### src/common/cwd_pkg.sv
// Package of constants, layouts and types for the configuration word decoder
package cwd_pkg;

  // Wishbone register offsets (byte addresses)
  localparam logic [7:0] CWD_OFS_CFG0    = 8'h00;
  localparam logic [7:0] CWD_OFS_CFG2    = 8'h04;
  localparam logic [7:0] CWD_OFS_PROT    = 8'h08;
  localparam logic [7:0] CWD_OFS_CLK     = 8'h0c;
  localparam logic [7:0] CWD_OFS_RTCFG   = 8'h10;
  localparam logic [7:0] CWD_OFS_STATUS  = 8'h14;

  // Word zero field positions
  localparam int CWD_PWP_LSB      = 12;
  localparam int CWD_PWP_W        = 8;
  localparam int CWD_CHSEL_LSB    = 3;
  localparam int CWD_BSCAN_BIT    = 2;
  localparam int CWD_DBG_LSB      = 0;
  localparam int CWD_RSV0_LSB     = 5;
  localparam int CWD_RSV0_W       = 7;

  // Clock word field positions
  localparam int CWD_DSBOR_BIT    = 23;
  localparam int CWD_RSV22_BIT    = 22;
  localparam int CWD_VBBOR_BIT    = 21;
  localparam int CWD_BOR_BIT      = 20;
  localparam int CWD_RSV19_BIT    = 19;
  localparam int CWD_ODIV_LSB     = 16;
  localparam int CWD_UPLLDIS_BIT  = 15;
  localparam int CWD_UIDIV_LSB    = 8;
  localparam int CWD_PLLSRC_BIT   = 7;
  localparam int CWD_PLLMUL_LSB   = 4;

  // Protection geometry
  localparam logic [7:0]  CWD_PWP_OFF     = 8'hff;
  localparam logic [7:0]  CWD_PWP_MIN_OK  = 8'hbf;
  localparam logic [31:0] CWD_PFM_BASE    = 32'hbd00_0000;
  localparam logic [31:0] CWD_PAGE_BYTES  = 32'h0000_1000;
  localparam logic [1:0]  CWD_DBG_FORCED  = 2'h3;

  // Reset value of latched words before sampling, and read data of unmapped offsets
  localparam logic [31:0] CWD_WORD_RST    = 32'hffff_ffff;
  localparam logic [31:0] CWD_BUS_UNMAP   = 32'h0000_0000;

  // Decoded settings
  typedef struct packed {
    logic [7:0]  prot_pages;
    logic        prot_on;
    logic        pwp_reserved;
    logic [31:0] prot_top;
    logic [3:0]  pin_pair_onehot;
    logic        bscan_en;
    logic        dbg_en;
    logic [1:0]  dbg_field;
    logic        dsbor_en;
    logic        vbbor_en;
    logic        bor_en;
    logic [8:0]  odiv;
    logic        usb_pll_on;
    logic [3:0]  usb_idiv;
    logic        pll_src_frc;
    logic [4:0]  pll_mul;
    logic        rsv_ok;
  } cwd_cfg_t;

  // Configuration storage side
  typedef struct packed {
    logic [31:0] word0;
    logic [31:0] word2;
    logic        code_protect;
  } cwd_store_t;

endpackage : cwd_pkg

### src/logic/cwd_field_dec.sv
// Field decoder from raw configuration words to settings
module cwd_field_dec (
  // Raw words
  input  wire cwd_pkg::cwd_store_t store_i,
  // Decoded
  output cwd_pkg::cwd_cfg_t        cfg_o
);

  function automatic logic [8:0] cwd_odiv(input logic [2:0] c);
    if (c == 3'h7) begin
      cwd_odiv = 9'h100;
    end else begin
      cwd_odiv = 9'(9'h001 << c);
    end
  endfunction : cwd_odiv

  function automatic logic [3:0] cwd_idiv(input logic [2:0] c);
    case (c)
      3'h6:    cwd_idiv = 4'ha;
      3'h7:    cwd_idiv = 4'hc;
      default: cwd_idiv = 4'(c) + 4'h1;
    endcase
  endfunction : cwd_idiv

  function automatic logic [4:0] cwd_mul(input logic [2:0] c);
    case (c)
      3'h7:    cwd_mul = 5'h18;
      // Code zero unlisted; treated as lowest factor
      3'h0:    cwd_mul = 5'h10;
      default: cwd_mul = 5'h0f + 5'(c);
    endcase
  endfunction : cwd_mul

  logic [7:0] page_write_protect_count;
  logic [7:0] pages;
  logic [1:0] chsel;
  logic [1:0] dbg;

  always_comb begin
    page_write_protect_count   = store_i.word0[cwd_pkg::CWD_PWP_LSB +: cwd_pkg::CWD_PWP_W];
    chsel = store_i.word0[cwd_pkg::CWD_CHSEL_LSB +: 2];
    pages = ~page_write_protect_count;
    cfg_o = '0;
    cfg_o.prot_on      = (page_write_protect_count != cwd_pkg::CWD_PWP_OFF);
    cfg_o.pwp_reserved = (page_write_protect_count < cwd_pkg::CWD_PWP_MIN_OK);
    cfg_o.prot_pages   = cfg_o.pwp_reserved ? 8'h00 : pages;
    cfg_o.prot_top     = cwd_pkg::CWD_PFM_BASE + 32'(cfg_o.prot_pages) * cwd_pkg::CWD_PAGE_BYTES - 32'h1;
    cfg_o.pin_pair_onehot = 4'(4'h8 >> chsel);
    cfg_o.bscan_en = store_i.word0[cwd_pkg::CWD_BSCAN_BIT];
    dbg = store_i.code_protect ? cwd_pkg::CWD_DBG_FORCED : store_i.word0[cwd_pkg::CWD_DBG_LSB +: 2];
    cfg_o.dbg_field = dbg;
    cfg_o.dbg_en = ~dbg[1];
    cfg_o.dsbor_en = store_i.word2[cwd_pkg::CWD_DSBOR_BIT];
    cfg_o.vbbor_en = store_i.word2[cwd_pkg::CWD_VBBOR_BIT];
    cfg_o.bor_en = store_i.word2[cwd_pkg::CWD_BOR_BIT];
    cfg_o.odiv = cwd_odiv(store_i.word2[cwd_pkg::CWD_ODIV_LSB +: 3]);
    cfg_o.usb_pll_on = ~store_i.word2[cwd_pkg::CWD_UPLLDIS_BIT];
    cfg_o.usb_idiv = cwd_idiv(store_i.word2[cwd_pkg::CWD_UIDIV_LSB +: 3]);
    cfg_o.pll_src_frc = store_i.word2[cwd_pkg::CWD_PLLSRC_BIT];
    cfg_o.pll_mul = cwd_mul(store_i.word2[cwd_pkg::CWD_PLLMUL_LSB +: 3]);
    cfg_o.rsv_ok = (&store_i.word0[cwd_pkg::CWD_RSV0_LSB +: cwd_pkg::CWD_RSV0_W])
                 & store_i.word2[cwd_pkg::CWD_RSV22_BIT] & store_i.word2[cwd_pkg::CWD_RSV19_BIT];
  end

endmodule : cwd_field_dec

### src/logic/cwd_top.sv
// Configuration word decoder top with Wishbone register view
// Notes on behaviour
// - Write-protect field is ones complement of protected page count; all ones disables.
// - Each step below all ones protects one more page upward.
// - Largest region at code bf; lower codes are reserved.
// - Protected pages cannot be modified while code runs.
// - Channel code selects programming pin pair one to four, code 11 is one.
// - Boundary-scan bit enables port and is copied to runtime control.
// - Debugger disabled when upper debug bit is one.
// - Code protection forces debug field to 11.
// - Deep-sleep brownout bit keeps detection in deep sleep.
// - Battery brownout bit keeps detection on backup supply.
// - Main brownout bit enables brownout reset.
// - Output divisor codes divide by 1 to 64, and 256.
// - USB PLL bit high disables and bypasses it.
// - PLL input bit selects fast RC when one, primary otherwise.
// - Multiplier codes give 16 to 21, and 24.
//
// The register offsets and the Wishbone interface to the registers were decided locally.
module cwd_top (
  // Clock and reset
  input  wire logic                mclk_i,
  input  wire logic                rst_n_i,
  // Configuration storage
  input  wire cwd_pkg::cwd_store_t store_i,
  input  wire logic                store_valid_i,
  // Program memory write attempts
  input  wire logic                pfm_wr_req_i,
  input  wire logic [31:0]         pfm_wr_addr_i,
  // Wishbone slave
  input  wire logic                wb_cyc_i,
  input  wire logic                wb_stb_i,
  input  wire logic                wb_we_i,
  input  wire logic [7:0]          wb_adr_i,
  input  wire logic [3:0]          wb_sel_i,
  input  wire logic [31:0]         wb_dat_i,
  output logic [31:0]              wb_dat_o,
  output logic                     wb_ack_o,
  // Decoded settings
  output logic                     loaded_o,
  output logic                     pfm_wr_block_o,
  output logic [3:0]               prog_pin_pair_o,
  output logic                     boundary_scan_enable_o,
  output logic                     debug_enable_o,
  output logic                     deep_sleep_brownout_enable_o,
  output logic                     battery_brownout_enable_o,
  output logic                     brownout_reset_enable_o,
  output logic [8:0]               sys_pll_output_divisor_o,
  output logic                     usb_pll_enable_o,
  output logic [3:0]               usb_pll_input_divider_o,
  output logic                     sys_pll_input_select_o,
  output logic [4:0]               sys_pll_multiplier_o
);

  // Latched storage state
  cwd_pkg::cwd_store_t store_r, store_nxt;
  logic                loaded_r, loaded_nxt;
  // Runtime control copy
  logic                rt_bscan_r, rt_bscan_nxt;
  // Bus state
  logic                ack_r, ack_nxt;
  logic [31:0]         dat_r, dat_nxt;
  // Output registers
  cwd_pkg::cwd_cfg_t   cfg;
  cwd_pkg::cwd_cfg_t   cfg_r, cfg_nxt;
  logic                block_c;
  logic                block_r, block_nxt;

  cwd_field_dec u_dec (
    .store_i (store_r),
    .cfg_o   (cfg)
  );

  cwd_wp_guard u_guard (
    .prot_on_i  (cfg_r.prot_on),
    .prot_top_i (cfg_r.prot_top),
    .wr_req_i   (pfm_wr_req_i),
    .wr_addr_i  (pfm_wr_addr_i),
    .wr_block_o (block_c)
  );

  // Loader: words taken once after reset release
  always_comb begin
    store_nxt  = store_r;
    loaded_nxt = loaded_r;
    if (!loaded_r && store_valid_i) begin
      store_nxt  = store_i;
      loaded_nxt = 1'b1;
    end
  end

  always_ff @(posedge mclk_i or negedge rst_n_i) begin
    if (!rst_n_i) begin
      store_r  <= '{word0: cwd_pkg::CWD_WORD_RST, word2: cwd_pkg::CWD_WORD_RST, code_protect: 1'b1};
      loaded_r <= 1'b0;
    end else begin
      store_r  <= store_nxt;
      loaded_r <= loaded_nxt;
    end
  end

  // Settings registered; safe defaults until loaded
  always_comb begin
    cfg_nxt      = cfg;
    rt_bscan_nxt = rt_bscan_r;
    block_nxt    = block_c;
    if (!loaded_r) begin
      cfg_nxt = cfg_r;
    end
    if (loaded_r && !loaded_o) begin
      rt_bscan_nxt = cfg.bscan_en;
    end else if (ack_r && wb_cyc_i && wb_stb_i && wb_we_i &&
                 wb_adr_i == cwd_pkg::CWD_OFS_RTCFG && wb_sel_i[0]) begin
      // Only writable bit; lands on the edge the master sees ack
      rt_bscan_nxt = wb_dat_i[0];
    end
  end

  always_ff @(posedge mclk_i or negedge rst_n_i) begin
    if (!rst_n_i) begin
      cfg_r      <= '0;
      rt_bscan_r <= 1'b0;
      block_r    <= 1'b0;
    end else begin
      cfg_r      <= cfg_nxt;
      rt_bscan_r <= rt_bscan_nxt;
      block_r    <= block_nxt;
    end
  end

  // Loaded flag delayed so outputs align with cfg_r
  logic loaded_q_r;
  always_ff @(posedge mclk_i or negedge rst_n_i) begin
    if (!rst_n_i) begin
      loaded_q_r <= 1'b0;
    end else begin
      loaded_q_r <= loaded_r;
    end
  end

  // Wishbone read decode, one wait state
  always_comb begin
    ack_nxt = wb_cyc_i & wb_stb_i & ~ack_r;
    dat_nxt = dat_r;
    if (ack_nxt && !wb_we_i) begin
      if (wb_adr_i == cwd_pkg::CWD_OFS_CFG0) begin
        dat_nxt = store_r.word0;
      end else if (wb_adr_i == cwd_pkg::CWD_OFS_CFG2) begin
        dat_nxt = store_r.word2;
      end else if (wb_adr_i == cwd_pkg::CWD_OFS_PROT) begin
        dat_nxt = {cfg_r.prot_top[31:12], 2'h0, cfg_r.pwp_reserved, cfg_r.prot_on, cfg_r.prot_pages};
      end else if (wb_adr_i == cwd_pkg::CWD_OFS_CLK) begin
        dat_nxt = {5'h0, cfg_r.pll_mul, cfg_r.pll_src_frc, cfg_r.usb_idiv, cfg_r.usb_pll_on,
                   cfg_r.odiv, cfg_r.bor_en, cfg_r.vbbor_en, cfg_r.dsbor_en, 4'h0};
      end else if (wb_adr_i == cwd_pkg::CWD_OFS_RTCFG) begin
        dat_nxt = {31'h0, rt_bscan_r};
      end else if (wb_adr_i == cwd_pkg::CWD_OFS_STATUS) begin
        dat_nxt = {20'h0, cfg_r.pin_pair_onehot, cfg_r.dbg_field, cfg_r.dbg_en, cfg_r.bscan_en,
                   store_r.code_protect, cfg_r.rsv_ok, loaded_q_r, loaded_r};
      end else begin
        // Unmapped reads zero, still acknowledged
        dat_nxt = cwd_pkg::CWD_BUS_UNMAP;
      end
    end
  end

  always_ff @(posedge mclk_i or negedge rst_n_i) begin
    if (!rst_n_i) begin
      ack_r <= 1'b0;
      dat_r <= '0;
    end else begin
      ack_r <= ack_nxt;
      dat_r <= dat_nxt;
    end
  end

  // Registered outputs
  always_comb begin
    wb_ack_o                     = ack_r;
    wb_dat_o                     = dat_r;
    loaded_o                     = loaded_q_r;
    pfm_wr_block_o               = block_r;
    prog_pin_pair_o              = cfg_r.pin_pair_onehot;
    boundary_scan_enable_o       = rt_bscan_r;
    debug_enable_o               = cfg_r.dbg_en;
    deep_sleep_brownout_enable_o = cfg_r.dsbor_en;
    battery_brownout_enable_o    = cfg_r.vbbor_en;
    brownout_reset_enable_o      = cfg_r.bor_en;
    sys_pll_output_divisor_o     = cfg_r.odiv;
    usb_pll_enable_o             = cfg_r.usb_pll_on;
    usb_pll_input_divider_o      = cfg_r.usb_idiv;
    sys_pll_input_select_o       = cfg_r.pll_src_frc;
    sys_pll_multiplier_o         = cfg_r.pll_mul;
  end

endmodule : cwd_top

### src/logic/cwd_wp_guard.sv
// Program memory write-protect guard
module cwd_wp_guard (
  // Settings
  input  wire logic        prot_on_i,
  input  wire logic [31:0] prot_top_i,
  // Write attempt
  input  wire logic        wr_req_i,
  input  wire logic [31:0] wr_addr_i,
  // Result
  output logic             wr_block_o
);

  always_comb begin
    wr_block_o = wr_req_i & prot_on_i & (wr_addr_i >= cwd_pkg::CWD_PFM_BASE) & (wr_addr_i <= prot_top_i);
  end

endmodule : cwd_wp_guard

### config.mk
export PLATFORM = sky130hd
export DESIGN_NAME = cwd_top
export DESIGN_NICKNAME = d
export VERILOG_FILES = /design/src/common/cwd_pkg.sv /design/src/logic/cwd_field_dec.sv /design/src/logic/cwd_top.sv /design/src/logic/cwd_wp_guard.sv
export SDC_FILE = /design/constraint.sdc
export NUM_CORES = 1
export LEC_CHECK = 0
export ABC_AREA = 1
export CAP_MARGIN = 20
export CORE_MARGIN = 4
export CORE_UTILIZATION = 36
export CTS_BUF_LIST = sky130_fd_sc_hd__clkbuf_16
export CTS_CLUSTER_DIAMETER = 150
export DETAILED_ROUTE_END_ITERATION = 10
export DONT_BUFFER_PORTS = 1
export REMOVE_ABC_BUFFERS = 1
export SLEW_MARGIN = 20
export SYNTH_ARGS = -nofsm -noshare
export SYNTH_HDL_FRONTEND = slang
export SYNTH_SLANG_ARGS = --single-unit
### constraint.sdc
create_clock -name mclk_i -period 2.2 [get_ports mclk_i]
set_input_delay 0.33 -clock mclk_i [delete_from_list [all_inputs] [get_ports mclk_i]]
set_output_delay 0.33 -clock mclk_i [all_outputs]
set_load 0.01 [all_outputs]
## Yosys cells after proc, flatten, opt, wreduce, memory -nomap -nowiden

Index checks and enable logic that the tools add are counted.

- Bits in registers: 176
- Input port bits: 148
- Output and inout port bits: 64
- Word-level logic and storage cells: 84

- Add/subtract/negate cells: 4
- Magnitude comparators: 3
- Equal/unequal tests: 10
- Shift-type cells: 2
- Multiplexer cells: 13
- Bitwise gates (word level): 11
- Reductions and logical operators: 15

Operators with widths:

| cell | count |
|---|---|
| 32-bit two-way mux | 3 |
| 32-bit by 20-bit adder with 32-bit output, first input constant | 1 |
| 32-bit greater-or-equal comparator, second input constant | 1 |
| 32-bit <= comparator | 1 |
| 32-bit by 1-bit subtractor with 32-bit output, second input constant | 1 |
| 27-bit two-way mux | 1 |
| 12-bit two-way mux | 2 |
| 8-bit by 4-bit == test with 1-bit output, second input constant | 2 |
| 8-bit by 5-bit == test with 1-bit output, second input constant | 2 |
| 3-bit == test, second input constant | 4 |
| 5-bit one-hot mux with 2 select lines | 1 |
| 9-bit two-way mux | 1 |
| 1-bit by 3-bit << shifter with 9-bit output, first input constant | 1 |
| 8-bit by 3-bit == test with 1-bit output, second input constant | 1 |
| 1-bit logical AND | 8 |
| 8-bit zero test | 1 |
| 8-bit less-than comparator, second input constant | 1 |
| 8-bit two-way mux | 1 |
| 8-bit != test, second input constant | 1 |
| 8-bit inverter | 1 |
| 4-bit one-hot mux with 2 select lines | 1 |
| 1-bit bitwise AND | 7 |
| 7-bit AND reduction | 1 |
| 4-bit by 3-bit adder with 5-bit output, first input constant | 1 |
| other kinds (8) | 13 |

## Depth between registers and ports, before layout

- Depth in word-level cells: 7
- Mapped depth: 14
- Depth with buffers taken out: 14

## By module

A second synthesis with hierarchy kept.

- Cells, all modules: 1144
- Area total of the unflattened synthesis: 9507.9 µm²

Modules (own cells, without submodules):

| module | times used | cells each | area an instance (µm²) | sequential area each (µm²) |
|---|---|---|---|---|
| cwd_top | 1 | 865 | 7913.8 | 4485.6 |
| cwd_wp_guard | 1 | 148 | 890.9 | 0.0 |
| cwd_field_dec | 1 | 131 | 703.2 | 0.0 |

## Worst setup path before layout

OpenSTA, ideal clock, no wires.

- Path kind: register to register
- Start: reg store_r[46] (netlist name)
- End: reg cfg_r[48] (netlist name)
- Setup time: 0.138 ns
- Arrival: 1.742 ns
- Required time: 2.062 ns
- Path slack: 0.321 ns
- Cell stages (with the launch flop): 13
- Path buffers: 1
- Period minus slack after synthesis: 1.879 ns
- Cell sequence: dfstp_2 > nand4_1 > or2_1 > nand2_2 > buf_6 > inv_2 > nor2_1 > inv_1 > ha_1 > nand2_1 > inv_1 > a21oi_1 > a22oi_1

- Word-level cells in the longest chain between the ends: 4
- Elaborated cells between the ends (all ways): 5
- Classes of those cells: add/sub (2); order compare (1); mux (1); bitwise (1)

Ends and longest elaborated chain:

| what | RTL line | source |
|---|---|---|
| start, declared | cwd_top.sv:56 | `cwd_pkg::cwd_store_t store_r, store_nxt;` |
| start signal, assigned | cwd_top.sv:94 | `store_r <= '{word0: cwd_pkg::CWD_WORD_RST, word2: cwd_pkg::CWD_WORD_RST, code_protect: 1'b1};` |
| start signal, assigned | cwd_top.sv:97 | `store_r <= store_nxt;` |
| 8-bit less-than comparator / 8-bit inverter (equally long branches) | cwd_field_dec.sv:45, cwd_field_dec.sv:42 |  |
| 8-bit two-way mux * | cwd_field_dec.sv:46 | `cfg_o.prot_pages = cfg_o.pwp_reserved ? 8'h00 : pages;` |
| 32-bit by 20-bit adder with 32-bit output * | cwd_field_dec.sv:47 | `cfg_o.prot_top = cwd_pkg::CWD_PFM_BASE + 32'(cfg_o.prot_pages) * cwd_pkg::CWD_PAGE_BYTES - 32'h1;` |
| 32-bit by 1-bit subtractor with 32-bit output * | cwd_field_dec.sv:47 |  |
| end signal, assigned | cwd_top.sv:125 | `cfg_r <= cfg_nxt;` |
| end, declared | cwd_top.sv:65 | `cwd_pkg::cwd_cfg_t cfg_r, cfg_nxt;` |

Mark *: on every way between the ends. The rest lies on a longest branch, timed or not.
A chain may end at the register's enable or synchronous reset.

## Final worst setup path

- Start: reg cfg_r[61] (netlist name)
- End: reg block_r (netlist: pfm_wr_block_o)

- Word-level cells in the longest chain between the ends: 2

Ends and longest elaborated chain:

| what | RTL line | source |
|---|---|---|
| 32-bit <= comparator | cwd_wp_guard.sv:14 | `wr_block_o = wr_req_i & prot_on_i & (wr_addr_i >= cwd_pkg::CWD_PFM_BASE) & (wr_addr_i <= prot_top_i);` |
| 1-bit bitwise AND | cwd_wp_guard.sv:14 |  |
| named net block_c | cwd_top.sv:66 | `logic block_c;` |
| end signal, assigned | cwd_top.sv:127 | `block_r <= block_nxt;` |
| end, declared | cwd_top.sv:67 | `logic block_r, block_nxt;` |

The timed path passes the listed nets, and every way through them passes these cells.

==> reports/metrics.yaml <==
status: "finished, violations left"
violations: "hold timing"
reg2reg_from: "cfg_r[61]$_DFFE_PN0P_"
fmax_ghz: 0.492
core_area_sq_um: 21800
path_max_fanout: 13
cp.depth: 10
cp_cell_sequence: "clkinvlp_4, buf_4, ha_1, a21oi_1, nand2_1, a21oi_1, nand2_1, nand2_1, nand2_1, a21oi_1"
finalHoldWorstSlack_ps: -394
grt_use_total_pct: 18.5
async_reset_ff_share_pct: 100
grt_antenna_before_repair: 1
fin_crit_ps: 2030
r2r_cells: 10
vias: 6089
hpwl_microns: 16800
first_iter_violations: 350
ys_types: 45
worst_slack_ps: 166
cts.sinks: 157
placementRows: 54
worstPathRequired_ps: 2540
place.gp.congestion: 0.834
root_buffer: "clkbuf_16"
ant_nets: 0
drive_above_1_share_pct: 19.7
r2r_end: "pfm_wr_block_o$_DFF_PN0_"
hold_path.class: "in -> async"
clk_latency_ps: 420
finalPower_mw: 5.99
setup.worst_path.end: "pfm_wr_block_o$_DFF_PN0_"
synthCells: 894
h-tree-depth: 4
io_pins: 212
cp-start-kind: "flop"
area_delta_synth_final_pct: 9.81
leakage_nw: 4.34
avgSynthCellArea_sq_um: 8.96
critPathLaunch: "cfg_r[61]$_DFFE_PN0P_"
nFillCells: 2180
die_x_microns: 157
final_cell_mix: "nand2_1 (187), dfrtp_1 (91), inv_1 (84)"
yosysWarnings: 0
cpPeakStageDelay_ps: 450
viasPerCell: 5.19
crit_family: "buffers and inverters"
die_area_sq_um: 24700
layout.nets: 1062
synth_edf_count: 0
firstDrtPassIters: 4
path_buf_inv: 2
critPathSlowestCell: "dfrtp_1"
setup_violations: 0
cts.path.max_buffers: 2
skew_ps: 10.2
die_y_microns: 157
portBuffers: 0
path_common_cell: "nand2_1"
cts_buffers: 17
placedCellCount: 1135
grt_max_degree: 158
wl_per_cell_microns: 19.6
end_kind: "flop"
wirelength_microns: 23000
rsz0062_at_grt: "no"
grt_first_pass_wirelength_microns: 35100
final_max_slew_viol_count: 0
path_clk_slew_ps: 70
synth-seq-cells: 157
route.detailed.drc: 0
cp.arrival_ps: 2370
r2r_slack_ps: 170
netlist_area_sq_um: 8010
post-place-ws_ps: 168
start_util_pct: 36.7
cts_tree: "done"
grt_pass1_vias: 6096
power_density_nw_per_um2: 680
drv_cap: 0
instances_no_fill: 1173
grt_overflow: 0
fin_crit_sh_pct: 92.4
vdd_ir_drop_max_v: 0.000464
yosysSeqAreaShare_pct: 50.1
worstSetupPathType: "reg -> reg"
synth_ff_type: "dfrtp_1"
final_common_cell: "nand2_1"
hold_viol_final: 157
## synth_stat cells (2+ instances only)
master,n,share of area (%)
nand2_1,189,8.9
dfrtp_1,92,29
inv_1,85,4.0
nor2_1,77,3.6
a21oi_1,74,4.6
dfstp_2,65,21
o21ai_0,51,3.2
mux2_2,38,5.3
ha_1,35,5.5
nand3_1,33,2.1
buf_4,22,2.1
buf_2,17,1.1
o22ai_1,14,1.1
nand4_1,13,1.0
clkbuf_1,10,0.47
o211ai_1,9,0.84
a31oi_1,8,0.62
buf_1,6,0.28
inv_2,6,0.28
o221ai_1,6,0.66
buf_6,4,0.56
nor3_1,4,0.25
o2111ai_1,4,0.44
o21ai_1,4,0.25
o21a_1,3,0.28
o31ai_1,3,0.28
a21o_1,2,0.19
nor2_4,2,0.28
or2_2,2,0.16
## report_power, final
group	internal [mW]	switching, mW	leakage (nW)	total [mW]
clock	1.66	1.22	0.272	2.89
combinational	0.0521	0.0846	2.26	0.137
sequential	2.92	0.0377	1.81	2.96
## flip-flops by register name (all words and copies together), names as in the netlist
signal	flops
battery_brownout_enable_o	1
boundary_scan_enable_o	1
brownout_reset_enable_o	1
cfg_r	28
debug_enable_o	1
deep_sleep_brownout_enable_o	1
loaded_o	1
loaded_r	1
pfm_wr_block_o	1
prog_pin_pair_o	4
store_r	65
sys_pll_input_select_o	1
sys_pll_multiplier_o	5
sys_pll_output_divisor_o	8
usb_pll_enable_o	1
usb_pll_input_divider_o	4
wb_ack_o	1
wb_dat_o	32
## through the flow
stage	TNS, ps	cell area (sq um)	utilization [%]
finish	0	8800	40.3
global route	0	8800	40.3
CTS	0	8750	40.1
detailed placement	0	8180	37.5
global placement	0	8180	37.5
floorplan	-101400	7660	-
## layout make-up
type	count	area (sq um)	area share (%)
well taps	280	350	3.98
repair buffers	25	200	2.28
clock inverters	15	148	1.68
inverters	91	345	3.93
diodes	1	2.50	0.0284
multi-input cells	587	3310	37.7
clock buffers	17	425	4.84
flip-flops and latches	157	4010	45.6
## metal layers
metal | track usage (%) | routed length [microns] | up-vias
li1 | - | - | 2942
met2 | 29.9 | 11100 | 160
met3 | 5.86 | 1640 | 23
met1 | 24.0 | 9920 | 2964
met4 | 5.41 | 399 | 0
met5 | 0 | 0 | -
## worst min-delay path by stage
stage | end | depth (start not counted)
floorplan | battery_brownout_enable_o$_DFFE_PN0P_ | 0
global placement | wb_dat_o[28]$_DFFE_PN0P_ | 0
detailed placement | wb_dat_o[28]$_DFFE_PN0P_ | 0
CTS | cfg_r[61]$_DFFE_PN0P_ | 0
global route | wb_dat_o[28]$_DFFE_PN0P_ | 0
finish | wb_dat_o[28]$_DFFE_PN0P_ | 0
## logic make-up after synthesis
family | Yosys count | share of synthesized area (%)
compound gates | 184 | 13.1
xor+xnor | 1 | 0.109
mux | 38 | 5.34
flops | 157 | 50.1
buf+inv | 150 | 8.70
simple gates | 328 | 17.1
other cells | 1 | 0.0468
fa+ha+maj | 35 | 5.47
## what timing repair did
item / in CTS / in global routing
hold endpoints to repair: 157 / 157
gates resized for setup: 0 / 1
setup buffers: 0 / 5
setup endpoints to repair: 0 / 1
## worst register-to-register path, cell delays in order, from the launching register on
cell	delay (ps)
dfrtp_1	450
clkinvlp_4	280
buf_4	230
ha_1	310
a21oi_1	140
nand2_1	70
a21oi_1	160
nand2_1	80
nand2_1	50
nand2_1	40
a21oi_1	130
No activity file was read; power rests on OpenSTA's default activity.
